`src/hw/ctsel_pkg.sv`:
```
`default_nettype none

package ctsel_pkg;

  // number of continuous-time blocks in the analog column
  localparam int unsigned CTSEL_BLOCKS = 4;

  // register indices; byte address on the bus is four times the index
  localparam logic [7:0] CTSEL_IDX_CTRL_ZERO [CTSEL_BLOCKS] =
    '{8'h71, 8'h75, 8'h79, 8'h7D};
  localparam logic [7:0] CTSEL_IDX_INPUT_SEL [CTSEL_BLOCKS] =
    '{8'h72, 8'h76, 8'h7A, 8'h7E};
  localparam logic [7:0] CTSEL_IDX_STATUS = 8'h60;

  // bank select bit and index field of the byte address
  localparam int unsigned CTSEL_ADR_W    = 11;
  localparam int unsigned CTSEL_BANK_BIT = 10;
  localparam int unsigned CTSEL_IDX_LSB  = 2;
  localparam int unsigned CTSEL_IDX_MSB  = 9;

  // reset values
  localparam logic [7:0] CTSEL_CTRL_ZERO_RST = 8'h00;
  localparam logic [7:0] CTSEL_INPUT_SEL_RST = 8'h00;

  // field layout of the input-select register
  localparam int unsigned CTSEL_BUS_EN_BIT = 7;
  localparam int unsigned CTSEL_CMP_EN_BIT = 6;
  localparam int unsigned CTSEL_INV_LSB    = 3;
  localparam int unsigned CTSEL_NONINV_LSB = 0;
  localparam int unsigned CTSEL_SEL_W      = 3;

  // mux codes with no physical source behind them
  localparam logic [2:0] CTSEL_NONINV_FLOAT = 3'h7;
  localparam logic [2:0] CTSEL_INV_RESERVED = 3'h7;

  // status register layout
  localparam int unsigned CTSEL_ST_CMP_LSB   = 0;
  localparam int unsigned CTSEL_ST_BUS_BIT   = 4;
  localparam int unsigned CTSEL_ST_FLOAT_LSB = 8;
  localparam int unsigned CTSEL_ST_RSVD_LSB  = 12;

  // comparator synchroniser depth
  localparam int unsigned CTSEL_SYNC_STAGES = 3;

  // bus slave phase
  typedef enum logic {
    CTSEL_BUS_IDLE = 1'b0,
    CTSEL_BUS_ACK  = 1'b1
  } ctsel_bus_t;

endpackage : ctsel_pkg

`default_nettype wire

```
`src/hw/ctsel_blk.sv`:
```
`timescale 1ns/1ps
`default_nettype none

// one continuous-time block: field split and comparator capture
module ctsel_blk (
  input  wire logic       clk_in,          // system clock
  input  wire logic       rst_in,          // async reset, high
  input  wire logic [7:0] input_sel_in,    // stored input-select byte
  input  wire logic       cmp_raw_in,      // comparator, async
  output logic      [2:0] noninv_sel_out,  // non-inverting mux code
  output logic      [2:0] inv_sel_out,     // inverting mux code
  output logic            bus_en_out,      // op-amp to column bus
  output logic            drive_en_out,    // comparator driver enable
  output logic            cmp_out,         // filtered comparator
  output logic            float_out,       // non-inv input floating
  output logic            rsvd_out         // inverting code reserved
);

  logic [ctsel_pkg::CTSEL_SYNC_STAGES-1:0] sync_q;
  logic [ctsel_pkg::CTSEL_SYNC_STAGES-1:0] sync_d;
  logic                                    cmp_q;
  logic                                    cmp_d;

  // fields straight from the stored bits, no extra stage
  assign bus_en_out   = input_sel_in[ctsel_pkg::CTSEL_BUS_EN_BIT];
  assign drive_en_out = input_sel_in[ctsel_pkg::CTSEL_CMP_EN_BIT];
  assign inv_sel_out  = input_sel_in[ctsel_pkg::CTSEL_INV_LSB +:
                                     ctsel_pkg::CTSEL_SEL_W];
  assign noninv_sel_out = input_sel_in[ctsel_pkg::CTSEL_NONINV_LSB +:
                                       ctsel_pkg::CTSEL_SEL_W];
  // flag codes that leave an input open so software can spot them
  assign float_out = (noninv_sel_out == ctsel_pkg::CTSEL_NONINV_FLOAT);
  assign rsvd_out  = (inv_sel_out == ctsel_pkg::CTSEL_INV_RESERVED);
  assign cmp_out   = cmp_q;

  // shift in; accept a level only once the last two stages agree,
  // which rejects a single-cycle glitch from the analog side
  always_comb begin
    sync_d = {sync_q[ctsel_pkg::CTSEL_SYNC_STAGES-2:0], cmp_raw_in};
    cmp_d  = cmp_q;
    if (sync_q[1] == sync_q[2]) begin
      cmp_d = sync_q[2];
    end
  end

  // registers only
  always_ff @(posedge clk_in or posedge rst_in) begin
    if (rst_in) begin
      sync_q <= '0;
      cmp_q  <= 1'b0;
    end else begin
      sync_q <= sync_d;
      cmp_q  <= cmp_d;
    end
  end

endmodule : ctsel_blk

`default_nettype wire

```
`src/hw/ctsel_regs.sv`:
```
// How it works
// - input-select registers at 72h,76h,7Ah,7Eh, both banks
// - control-0 registers at 71h,75h,79h,7Dh, both banks
// - bit 7 connects op-amp to column bus
// - bit 6 enables comparator column driver
// - column comparator bus low when nobody drives
// - bits 5:3 pick inverting input, 111 reserved
// - bits 2:0 pick non-inverting input source
//
// The Wishbone interface to the registers was chosen for this implementation.
`timescale 1ns/1ps
`default_nettype none

module ctsel_regs #(
  parameter int unsigned BLOCKS = ctsel_pkg::CTSEL_BLOCKS, // blocks
  parameter int unsigned ADR_W  = ctsel_pkg::CTSEL_ADR_W   // byte addr
) (
  input  wire logic                clk_in,                // 100 MHz
  input  wire logic                rst_in,                // async, high
  // classic wishbone slave
  input  wire logic                wb_cyc_in,             // cycle
  input  wire logic                wb_stb_in,             // strobe
  input  wire logic                wb_we_in,              // write
  input  wire logic [ADR_W-1:0]    wb_adr_in,             // byte address
  input  wire logic [3:0]          wb_sel_in,             // byte enables
  input  wire logic [31:0]         wb_dat_in,             // write data
  output logic      [31:0]         wb_dat_out,            // read data
  output logic                     wb_ack_out,            // acknowledge
  // analog column
  input  wire logic [BLOCKS-1:0]   cmp_result_in,         // comparators
  output logic      [3*BLOCKS-1:0] noninv_input_sel_out,  // 3 bits each
  output logic      [3*BLOCKS-1:0] inv_input_sel_out,     // 3 bits each
  output logic      [BLOCKS-1:0]   opamp_column_bus_en_out, // bus switch
  output logic      [BLOCKS-1:0]   cmp_column_drive_en_out, // driver en
  output logic                     cmp_column_bus_out,    // column bus
  output logic      [8*BLOCKS-1:0] ctrl_zero_out          // control-0
);

  // -------- storage --------
  logic [7:0]             ctrl_zero_q [BLOCKS];
  logic [7:0]             ctrl_zero_d [BLOCKS];
  logic [7:0]             input_sel_q [BLOCKS];
  logic [7:0]             input_sel_d [BLOCKS];

  // -------- bus slave state --------
  ctsel_pkg::ctsel_bus_t  bus_q;
  ctsel_pkg::ctsel_bus_t  bus_d;
  logic [31:0]            rdata_q;
  logic [31:0]            rdata_d;

  // -------- column state --------
  logic                   cmp_bus_q;
  logic                   cmp_bus_d;

  // -------- per-block decode results --------
  logic [BLOCKS-1:0]      cmp_filt;
  logic [BLOCKS-1:0]      float_flag;
  logic [BLOCKS-1:0]      rsvd_flag;
  logic [BLOCKS-1:0]      drive_en;

  // -------- address decode helpers --------
  logic [7:0]             req_idx;
  logic                   req_valid;
  logic                   wr_fire;
  logic [31:0]            status_word;

  // index of the request; the bank bit is dropped on purpose so both
  // banks see the same registers
  assign req_idx = wb_adr_in[ctsel_pkg::CTSEL_IDX_MSB:
                             ctsel_pkg::CTSEL_IDX_LSB];

  // request present on the bus
  assign req_valid = wb_cyc_in & wb_stb_in;

  // writes land on the edge where the master sees ack high
  assign wr_fire = req_valid & wb_we_in & (bus_q == ctsel_pkg::CTSEL_BUS_ACK);

  // returns the block whose control-0 register sits at idx, or BLOCKS
  function automatic int unsigned ctrl_zero_hit(input logic [7:0] idx);
    int unsigned hit;
    hit = BLOCKS;
    for (int unsigned b = 0; b < BLOCKS; b++) begin
      if (idx == ctsel_pkg::CTSEL_IDX_CTRL_ZERO[b]) begin
        hit = b;
      end
    end
    return hit;
  endfunction : ctrl_zero_hit

  // returns the block whose input-select register sits at idx, or BLOCKS
  function automatic int unsigned input_sel_hit(input logic [7:0] idx);
    int unsigned hit;
    hit = BLOCKS;
    for (int unsigned b = 0; b < BLOCKS; b++) begin
      if (idx == ctsel_pkg::CTSEL_IDX_INPUT_SEL[b]) begin
        hit = b;
      end
    end
    return hit;
  endfunction : input_sel_hit

  // only the low byte lane carries data; other lanes are ignored
  function automatic logic [7:0] merge_low(input logic [7:0]  old_val,
                                           input logic [31:0] wdat,
                                           input logic [3:0]  sel);
    logic [7:0] res;
    res = old_val;
    if (sel[0]) begin
      res = wdat[7:0];
    end
    return res;
  endfunction : merge_low

  // one instance per block splits fields and captures its comparator
  for (genvar g = 0; g < BLOCKS; g++) begin : g_blk
    ctsel_blk u_blk (
      .clk_in         (clk_in),
      .rst_in         (rst_in),
      .input_sel_in   (input_sel_q[g]),
      .cmp_raw_in     (cmp_result_in[g]),
      .noninv_sel_out (noninv_input_sel_out[3*g +: 3]),
      .inv_sel_out    (inv_input_sel_out[3*g +: 3]),
      .bus_en_out     (opamp_column_bus_en_out[g]),
      .drive_en_out   (drive_en[g]),
      .cmp_out        (cmp_filt[g]),
      .float_out      (float_flag[g]),
      .rsvd_out       (rsvd_flag[g])
    );
    assign ctrl_zero_out[8*g +: 8] = ctrl_zero_q[g];
  end

  assign cmp_column_drive_en_out = drive_en;

  // read-only status; lets software see the column as the logic sees it
  always_comb begin
    status_word = 32'h0000_0000;
    status_word[ctsel_pkg::CTSEL_ST_CMP_LSB +: BLOCKS]   = cmp_filt;
    status_word[ctsel_pkg::CTSEL_ST_BUS_BIT]             = cmp_bus_q;
    status_word[ctsel_pkg::CTSEL_ST_FLOAT_LSB +: BLOCKS] = float_flag;
    status_word[ctsel_pkg::CTSEL_ST_RSVD_LSB +: BLOCKS]  = rsvd_flag;
  end

  // wired-or of enabled drivers; an idle bus settles low, as the
  // pull-down outside the blocks would make it
  always_comb begin
    cmp_bus_d = 1'b0;
    for (int unsigned b = 0; b < BLOCKS; b++) begin
      if (drive_en[b] && cmp_filt[b]) begin
        cmp_bus_d = 1'b1;
      end
    end
  end

  // column bus register; keeps the output glitch free
  always_ff @(posedge clk_in or posedge rst_in) begin
    if (rst_in) begin
      cmp_bus_q <= 1'b0;
    end else begin
      cmp_bus_q <= cmp_bus_d;
    end
  end

  // next register contents; a write to an unmapped index is dropped
  always_comb begin
    int unsigned cz;
    int unsigned is;
    cz = ctrl_zero_hit(req_idx);
    is = input_sel_hit(req_idx);
    for (int unsigned b = 0; b < BLOCKS; b++) begin
      ctrl_zero_d[b] = ctrl_zero_q[b];
      input_sel_d[b] = input_sel_q[b];
    end
    if (wr_fire) begin
      for (int unsigned b = 0; b < BLOCKS; b++) begin
        if (cz == b) begin
          ctrl_zero_d[b] = merge_low(ctrl_zero_q[b], wb_dat_in, wb_sel_in);
        end
        // code 111 is stored as written; the status flag reports it
        if (is == b) begin
          input_sel_d[b] = merge_low(input_sel_q[b], wb_dat_in, wb_sel_in);
        end
      end
    end
  end

  // configuration storage, zero after reset
  always_ff @(posedge clk_in or posedge rst_in) begin
    if (rst_in) begin
      for (int unsigned b = 0; b < BLOCKS; b++) begin
        ctrl_zero_q[b] <= ctsel_pkg::CTSEL_CTRL_ZERO_RST;
        input_sel_q[b] <= ctsel_pkg::CTSEL_INPUT_SEL_RST;
      end
    end else begin
      for (int unsigned b = 0; b < BLOCKS; b++) begin
        ctrl_zero_q[b] <= ctrl_zero_d[b];
        input_sel_q[b] <= input_sel_d[b];
      end
    end
  end

  // bus phase and read data; one wait state, ack dropped right after
  // so a held strobe never double-acks the same request
  always_comb begin
    int unsigned cz;
    int unsigned is;
    cz      = ctrl_zero_hit(req_idx);
    is      = input_sel_hit(req_idx);
    bus_d   = ctsel_pkg::CTSEL_BUS_IDLE;
    rdata_d = rdata_q;
    case (bus_q)
      ctsel_pkg::CTSEL_BUS_IDLE: begin
        if (req_valid) begin
          bus_d   = ctsel_pkg::CTSEL_BUS_ACK;
          rdata_d = 32'h0000_0000;              // unmapped reads as zero
          if (cz < BLOCKS) begin
            rdata_d[7:0] = ctrl_zero_q[cz];
          end else if (is < BLOCKS) begin
            rdata_d[7:0] = input_sel_q[is];
          end else if (req_idx == ctsel_pkg::CTSEL_IDX_STATUS) begin
            rdata_d = status_word;
          end
        end
      end
      ctsel_pkg::CTSEL_BUS_ACK: begin
        bus_d = ctsel_pkg::CTSEL_BUS_IDLE;
      end
      default: begin
        bus_d = ctsel_pkg::CTSEL_BUS_IDLE;
      end
    endcase
  end

  // bus slave registers
  always_ff @(posedge clk_in or posedge rst_in) begin
    if (rst_in) begin
      bus_q   <= ctsel_pkg::CTSEL_BUS_IDLE;
      rdata_q <= 32'h0000_0000;
    end else begin
      bus_q   <= bus_d;
      rdata_q <= rdata_d;
    end
  end

  // ack only while the request is still up, so an aborted cycle
  // cannot leave a stray acknowledge behind
  assign wb_ack_out = req_valid & (bus_q == ctsel_pkg::CTSEL_BUS_ACK);
  assign wb_dat_out = rdata_q;
  assign cmp_column_bus_out = cmp_bus_q;

endmodule : ctsel_regs

`default_nettype wire

```
`config.mk`:
```
export PLATFORM = sky130hd
export DESIGN_NAME = ctsel_regs
export DESIGN_NICKNAME = d
export VERILOG_FILES = /design/src/hw/ctsel_pkg.sv /design/src/hw/ctsel_blk.sv /design/src/hw/ctsel_regs.sv
export SDC_FILE = /design/constraint.sdc
export NUM_CORES = 1
export LEC_CHECK = 0
export BUFFER_PORTS_ARGS = -buffer_cell sky130_fd_sc_hd__clkbuf_2
export CORE_UTILIZATION = 55
export DETAILED_ROUTE_END_ITERATION = 16
export GPL_TIMING_DRIVEN = 0
export PLACE_DENSITY_LB_ADDON = 0.25
export SYNTH_ARGS = -nofsm -noshare
export SYNTH_HDL_FRONTEND = slang
export SYNTH_HIERARCHICAL = 1
export SYNTH_SLANG_ARGS = --single-unit
```
`constraint.sdc`:
```
create_clock -name clk_in -period 5.5 [get_ports clk_in]
set_clock_uncertainty 0.1 [all_clocks]
set_input_delay 0.825 -clock clk_in [delete_from_list [all_inputs] [get_ports clk_in]]
set_output_delay 0.825 -clock clk_in [all_outputs]
set_load 0.1 [all_outputs]
```
* Yosys cells after proc, flatten, opt, wreduce, memory -nomap -nowiden
Index checks and enable logic that the tools add are counted.
Operators by class: reduce and logical (&&, ||, !) cells 15, magnitude comparators 4, equality and inequality tests 27, muxes and demuxes 25, bitwise gates (word level) 7
Operator list (number):
- 32-bit 2-to-1 mux | 6
- 32-bit by 2-bit equality test with 1-bit output (second input constant) | 4
- 8-bit by 7-bit equality test with 1-bit output (second input constant) | 9
- 33-bit by 3-bit >= comparator with 1-bit output (second input constant) | 2
- 32-bit NOT with 33-bit output | 2
- 32-bit by 1-bit equality test with 1-bit output (second input constant) | 2
- 32-bit zero test | 2
- 32-bit by 3-bit < comparator with 1-bit output (second input constant) | 2
- 8-bit 2-to-1 mux | 7
- 8-bit binary-select mux with 2-bit select | 2
- 3-bit equality test (second input constant) | 8
- 24-bit 2-to-1 mux | 1
- 3-bit AND reduction | 8
- 16-bit 2-to-1 mux | 1
- 3-bit 2-to-1 mux | 2
- 1-bit 2-to-1 mux | 5
- 1-bit bitwise AND | 4
- 1-bit equality test | 4
- 1-bit logical AND | 4
- 1-bit one-hot mux with 2 select lines | 1
- 2-bit AND reduction | 1
- 1-bit NOT | 1
Word-level totals: word-level logic and storage cells 97, output and inout bits 98, register bits 114, bits of input ports 56

* Longest topological paths before layout
depth in word-level cells 11, gate-level depth with buffers 7, gate-level depth less buffers 5

* Hierarchy
The synthesis kept the hierarchy.
Modules (own cells, without submodules):
- ctsel_regs | instances 1, sequential area each 2052.0 µm², area an instance 3933.8 µm², cells an instance 277
- ctsel_blk | instances 4, sequential area each 100.1 µm², area an instance 187.7 µm², cells an instance 16

* Worst setup path before layout
No wires, ideal clock.
path kind input to output, start point input wb_cyc_in, end point output wb_ack_out, required time 4.575 ns, slack 2.976 ns, stages on the path 1, buffers on the path 0, arrival time 1.599 ns, cell sequence and3_1
On the way: cells in the longest elaborated chain, start to end 2
RTL lines:
- start: declaration | line ctsel_regs.sv:21 | input wire logic wb_cyc_in,
- 1-bit bitwise AND | line ctsel_regs.sv:73 | assign req_valid = wb_cyc_in & wb_stb_in;
- 1-bit bitwise AND | line ctsel_regs.sv:246 | assign wb_ack_out = req_valid & (bus_q == ctsel_pkg::CTSEL_BUS_ACK);
- end: declaration | line ctsel_regs.sv:28 | output logic wb_ack_out,
No other way between the ends.

* Worst setup path in the final report
Same ends and word-level chain as after synthesis.

==> flow_summary.ini <==
[logic_synthesis]
synth.top_cell.area_share_pct = 52.4
synth_cell_types = 39
synth_largest_area_cell = dfrtp_1
netlist_instances = 341
yosys_warnings = 6
synth_flop_cell = dfrtp_1
synth-async-reset-ratio_pct = 100
syn-cell-area_um2 = 4680
yosys-top-cells-area = dfrtp_1, mux2_2, buf_4
ys_ff_latch = 98
ys_seq_area_share_pct = 52.4
synth_edf_count = 0
syn_area_per_cell_um2 = 13.7

[cells_and_area]
fin_nets = 530
fin_area_um2 = 5640
num_antenna_cells = 0
synthToLayoutAreaGrowth_pct = 20.3
drive_gt1_share_pct = 55.7

[floorplanning]
die_w_um = 94.3
start_util_pct = 57.0
die_area_um2 = 8890
die_height_um = 94.3
row_count = 33
pin_count = 154
core_area_um2 = 8220

[cts]
clk_latency_ns = 0.36
clockBufferDepth = 2
cts.sink_count = 98
cts-buffers-inserted = 9
post-cts-setup-buffer-count = 0
holdBufCountCts = 0
htreeDepth = 3
clockRootBuffer = clkbuf_8
cts.clk_slew.worst_paths_ns = 0.09
postCtsResizedCells = 0
cts_tree = done

[setup_path]
worstPathMaxFanout = 3
rr_startpoint = bus_q
worstSetupPathType = input port to output pin
cp-start-kind = input port
crit_required_ns = 4.58
critPathCaptureType = output pin
arrival_ns = 1.51
rr_worst_depth = 5
timing.rr.end = wb_dat_out[4]
r2r_slack_ns = 3.52

[power_and_ir_drop]
power_density_nw_per_um2 = 252
p_sw_w = 0.000391
switching_share_pct = 27.6
peakVddDrop_v = 0.000145
p_leak_nw = 3.24
p_int_w = 0.00103
pwr-share-clk_pct = 35.1
p_seq_share_pct = 52.3
p_comb_share_pct = 12.6

[detailed_routing]
first_pass_iters = 5
wl_per_cell_um = 18.4
drc = 0
vias = 3172
routed_via_density = 5.43
initialDrtViolationCount = 123
wl_um = 10700
antenna_left = 0

[place]
placed_area_um2 = 5430
routabilityCongestion = 0.826
port_buffers = 106
dpl.hpwl_um = 7720

[grt]
grt_use_total_pct = 26.2
grt_max_degree = 44
grt_busiest_layer = met1
grt-ovfl-total = 0
grt_pass1_vias = 3005
grt_use_met3_pct = 5.83
grt_pass1_wl_um = 16800
grt_util_met2_pct = 37.3
antenna_found_initial = 0
grt.met1_usage_pct = 39.0

[sta]
maxSlewHeadroom_pct = 52.5
finalMaxSlewViolations = 0
fmax_mhz = 411
fin_setup_tns_ns = 0
setup_viol = 0
rsz0062_at_grt = false
worst_slew_pin_slew_ns = 0.713
fin_crit_ns = 2.43
finalCritPeriodShare_pct = 44.2
final_hold_viol_count = 0

[run]
maxCapViolCount = 0

[outcome]
outcome = completed

[min_path]
whs_path_depth = 0
holdCritPathClass = register to register
min_from = g_blk[1].u_blk/sync_q[0]
hold_path_end = g_blk[1].u_blk/sync_q[1]
## Yosys cell counts (7+ instances only)
cell / count
nand2_1: 10
mux2_4: 8
mux4_2: 9
dfrtp_1: 98
and3_1: 14
a21oi_1: 8
inv_1: 10
mux2_2: 55
nor2_1: 7
buf_4: 53
a22o_1: 8
## power by group through the flow
stage / clock network, W / logic [W] / registers [W]
after floorplan: 0 / 0.000104 / 0.000792
after global placement: 0 / 0.000175 / 0.000757
after global routing: 0.000543 / 0.000189 / 0.000744
final: 0.000498 / 0.000179 / 0.000743
after detailed placement: 0 / 0.000178 / 0.000757
after CTS: 0.000504 / 0.000179 / 0.000743
## per-stage QoR
step	std cells	power (W)	utilization, %	hold WS [ns]	setup slack, ns
2_1_floorplan	356	0.000895	-	0.231	2.47
3_3_place_gp	567	0.000931	65.8	0.239	1.47
3_5_place_dp	568	0.000935	66.0	0.239	2.97
4_1_cts	584	0.00143	68.6	0.264	3.07
5_1_grt	584	0.00148	68.6	0.273	3.05
6_report	584	0.00142	68.6	0.259	3.07
## kinds of logic after synthesis
group           Yosys count  share of synthesized area, %
other cells               1                        0.0801
buf+inv                  73                          10.6
fa+ha+maj                 4                         0.961
flops                    98                          52.4
mux                      81                          23.1
compound gates           32                          5.02
simple gates             52                          7.93
## worst max-delay path by stage
stage / startpoint / slack, ns / endpoint
after floorplan: rst_in / 2.47 / bus_q
after global placement: rst_in / 1.47 / input_sel_q[4]
after detailed placement: wb_cyc_in / 2.97 / wb_dat_out[4]
after CTS: wb_cyc_in / 3.07 / wb_ack_out
after global routing: wb_cyc_in / 3.05 / wb_ack_out
final: wb_cyc_in / 3.07 / wb_ack_out
## state kept, by name (all words and copies together), names as in the netlist
signal and cells:
bus_q 1, input_sel_q 32, ctrl_zero_out 32, cmp_column_bus_out 1, wb_dat_out 16, g_blk.u_blk/cmp_out 4
g_blk.u_blk/sync_q 12
## final cells by class
| cell class | instances | area (µm²) |
|---|---|---|
| buffer | 63 | 457 |
| clock buffer | 12 | 135 |
| clock inverter | 4 | 76.3 |
| fill | 619 | 2580 |
| inverter | 10 | 40.0 |
| multi-input combinational | 185 | 1790 |
| sequential | 98 | 2450 |
| tap | 105 | 131 |
| timing repair buffer | 107 | 551 |
## cells in the final DEF, fill, tap and decap left out, types with 7 or more instances in the layout
cell type and count:
clkbuf_2 106, dfrtp_1 98, mux2_2 55, buf_4 53, conb_1 16, and3_1 14, nand2_1 10, inv_1 9
mux4_2 9, clkbuf_8 9, mux2_4 8, a21oi_1 8, a22o_1 8, nor2_1 7
## critical path, stage by stage
cell and delay, ns:
clkbuf_2 0.09, and3_1 0.14, clkbuf_2 0.45
## routing by layer
metal / vias up / part of all wire [%]
met5: - / 0
met1: 1570 / 44
met2: 142 / 44
met4: 0 / 2.6
li1: 1435 / -
met3: 25 / 8.6
No activity file was read; power rests on OpenSTA's default activity.
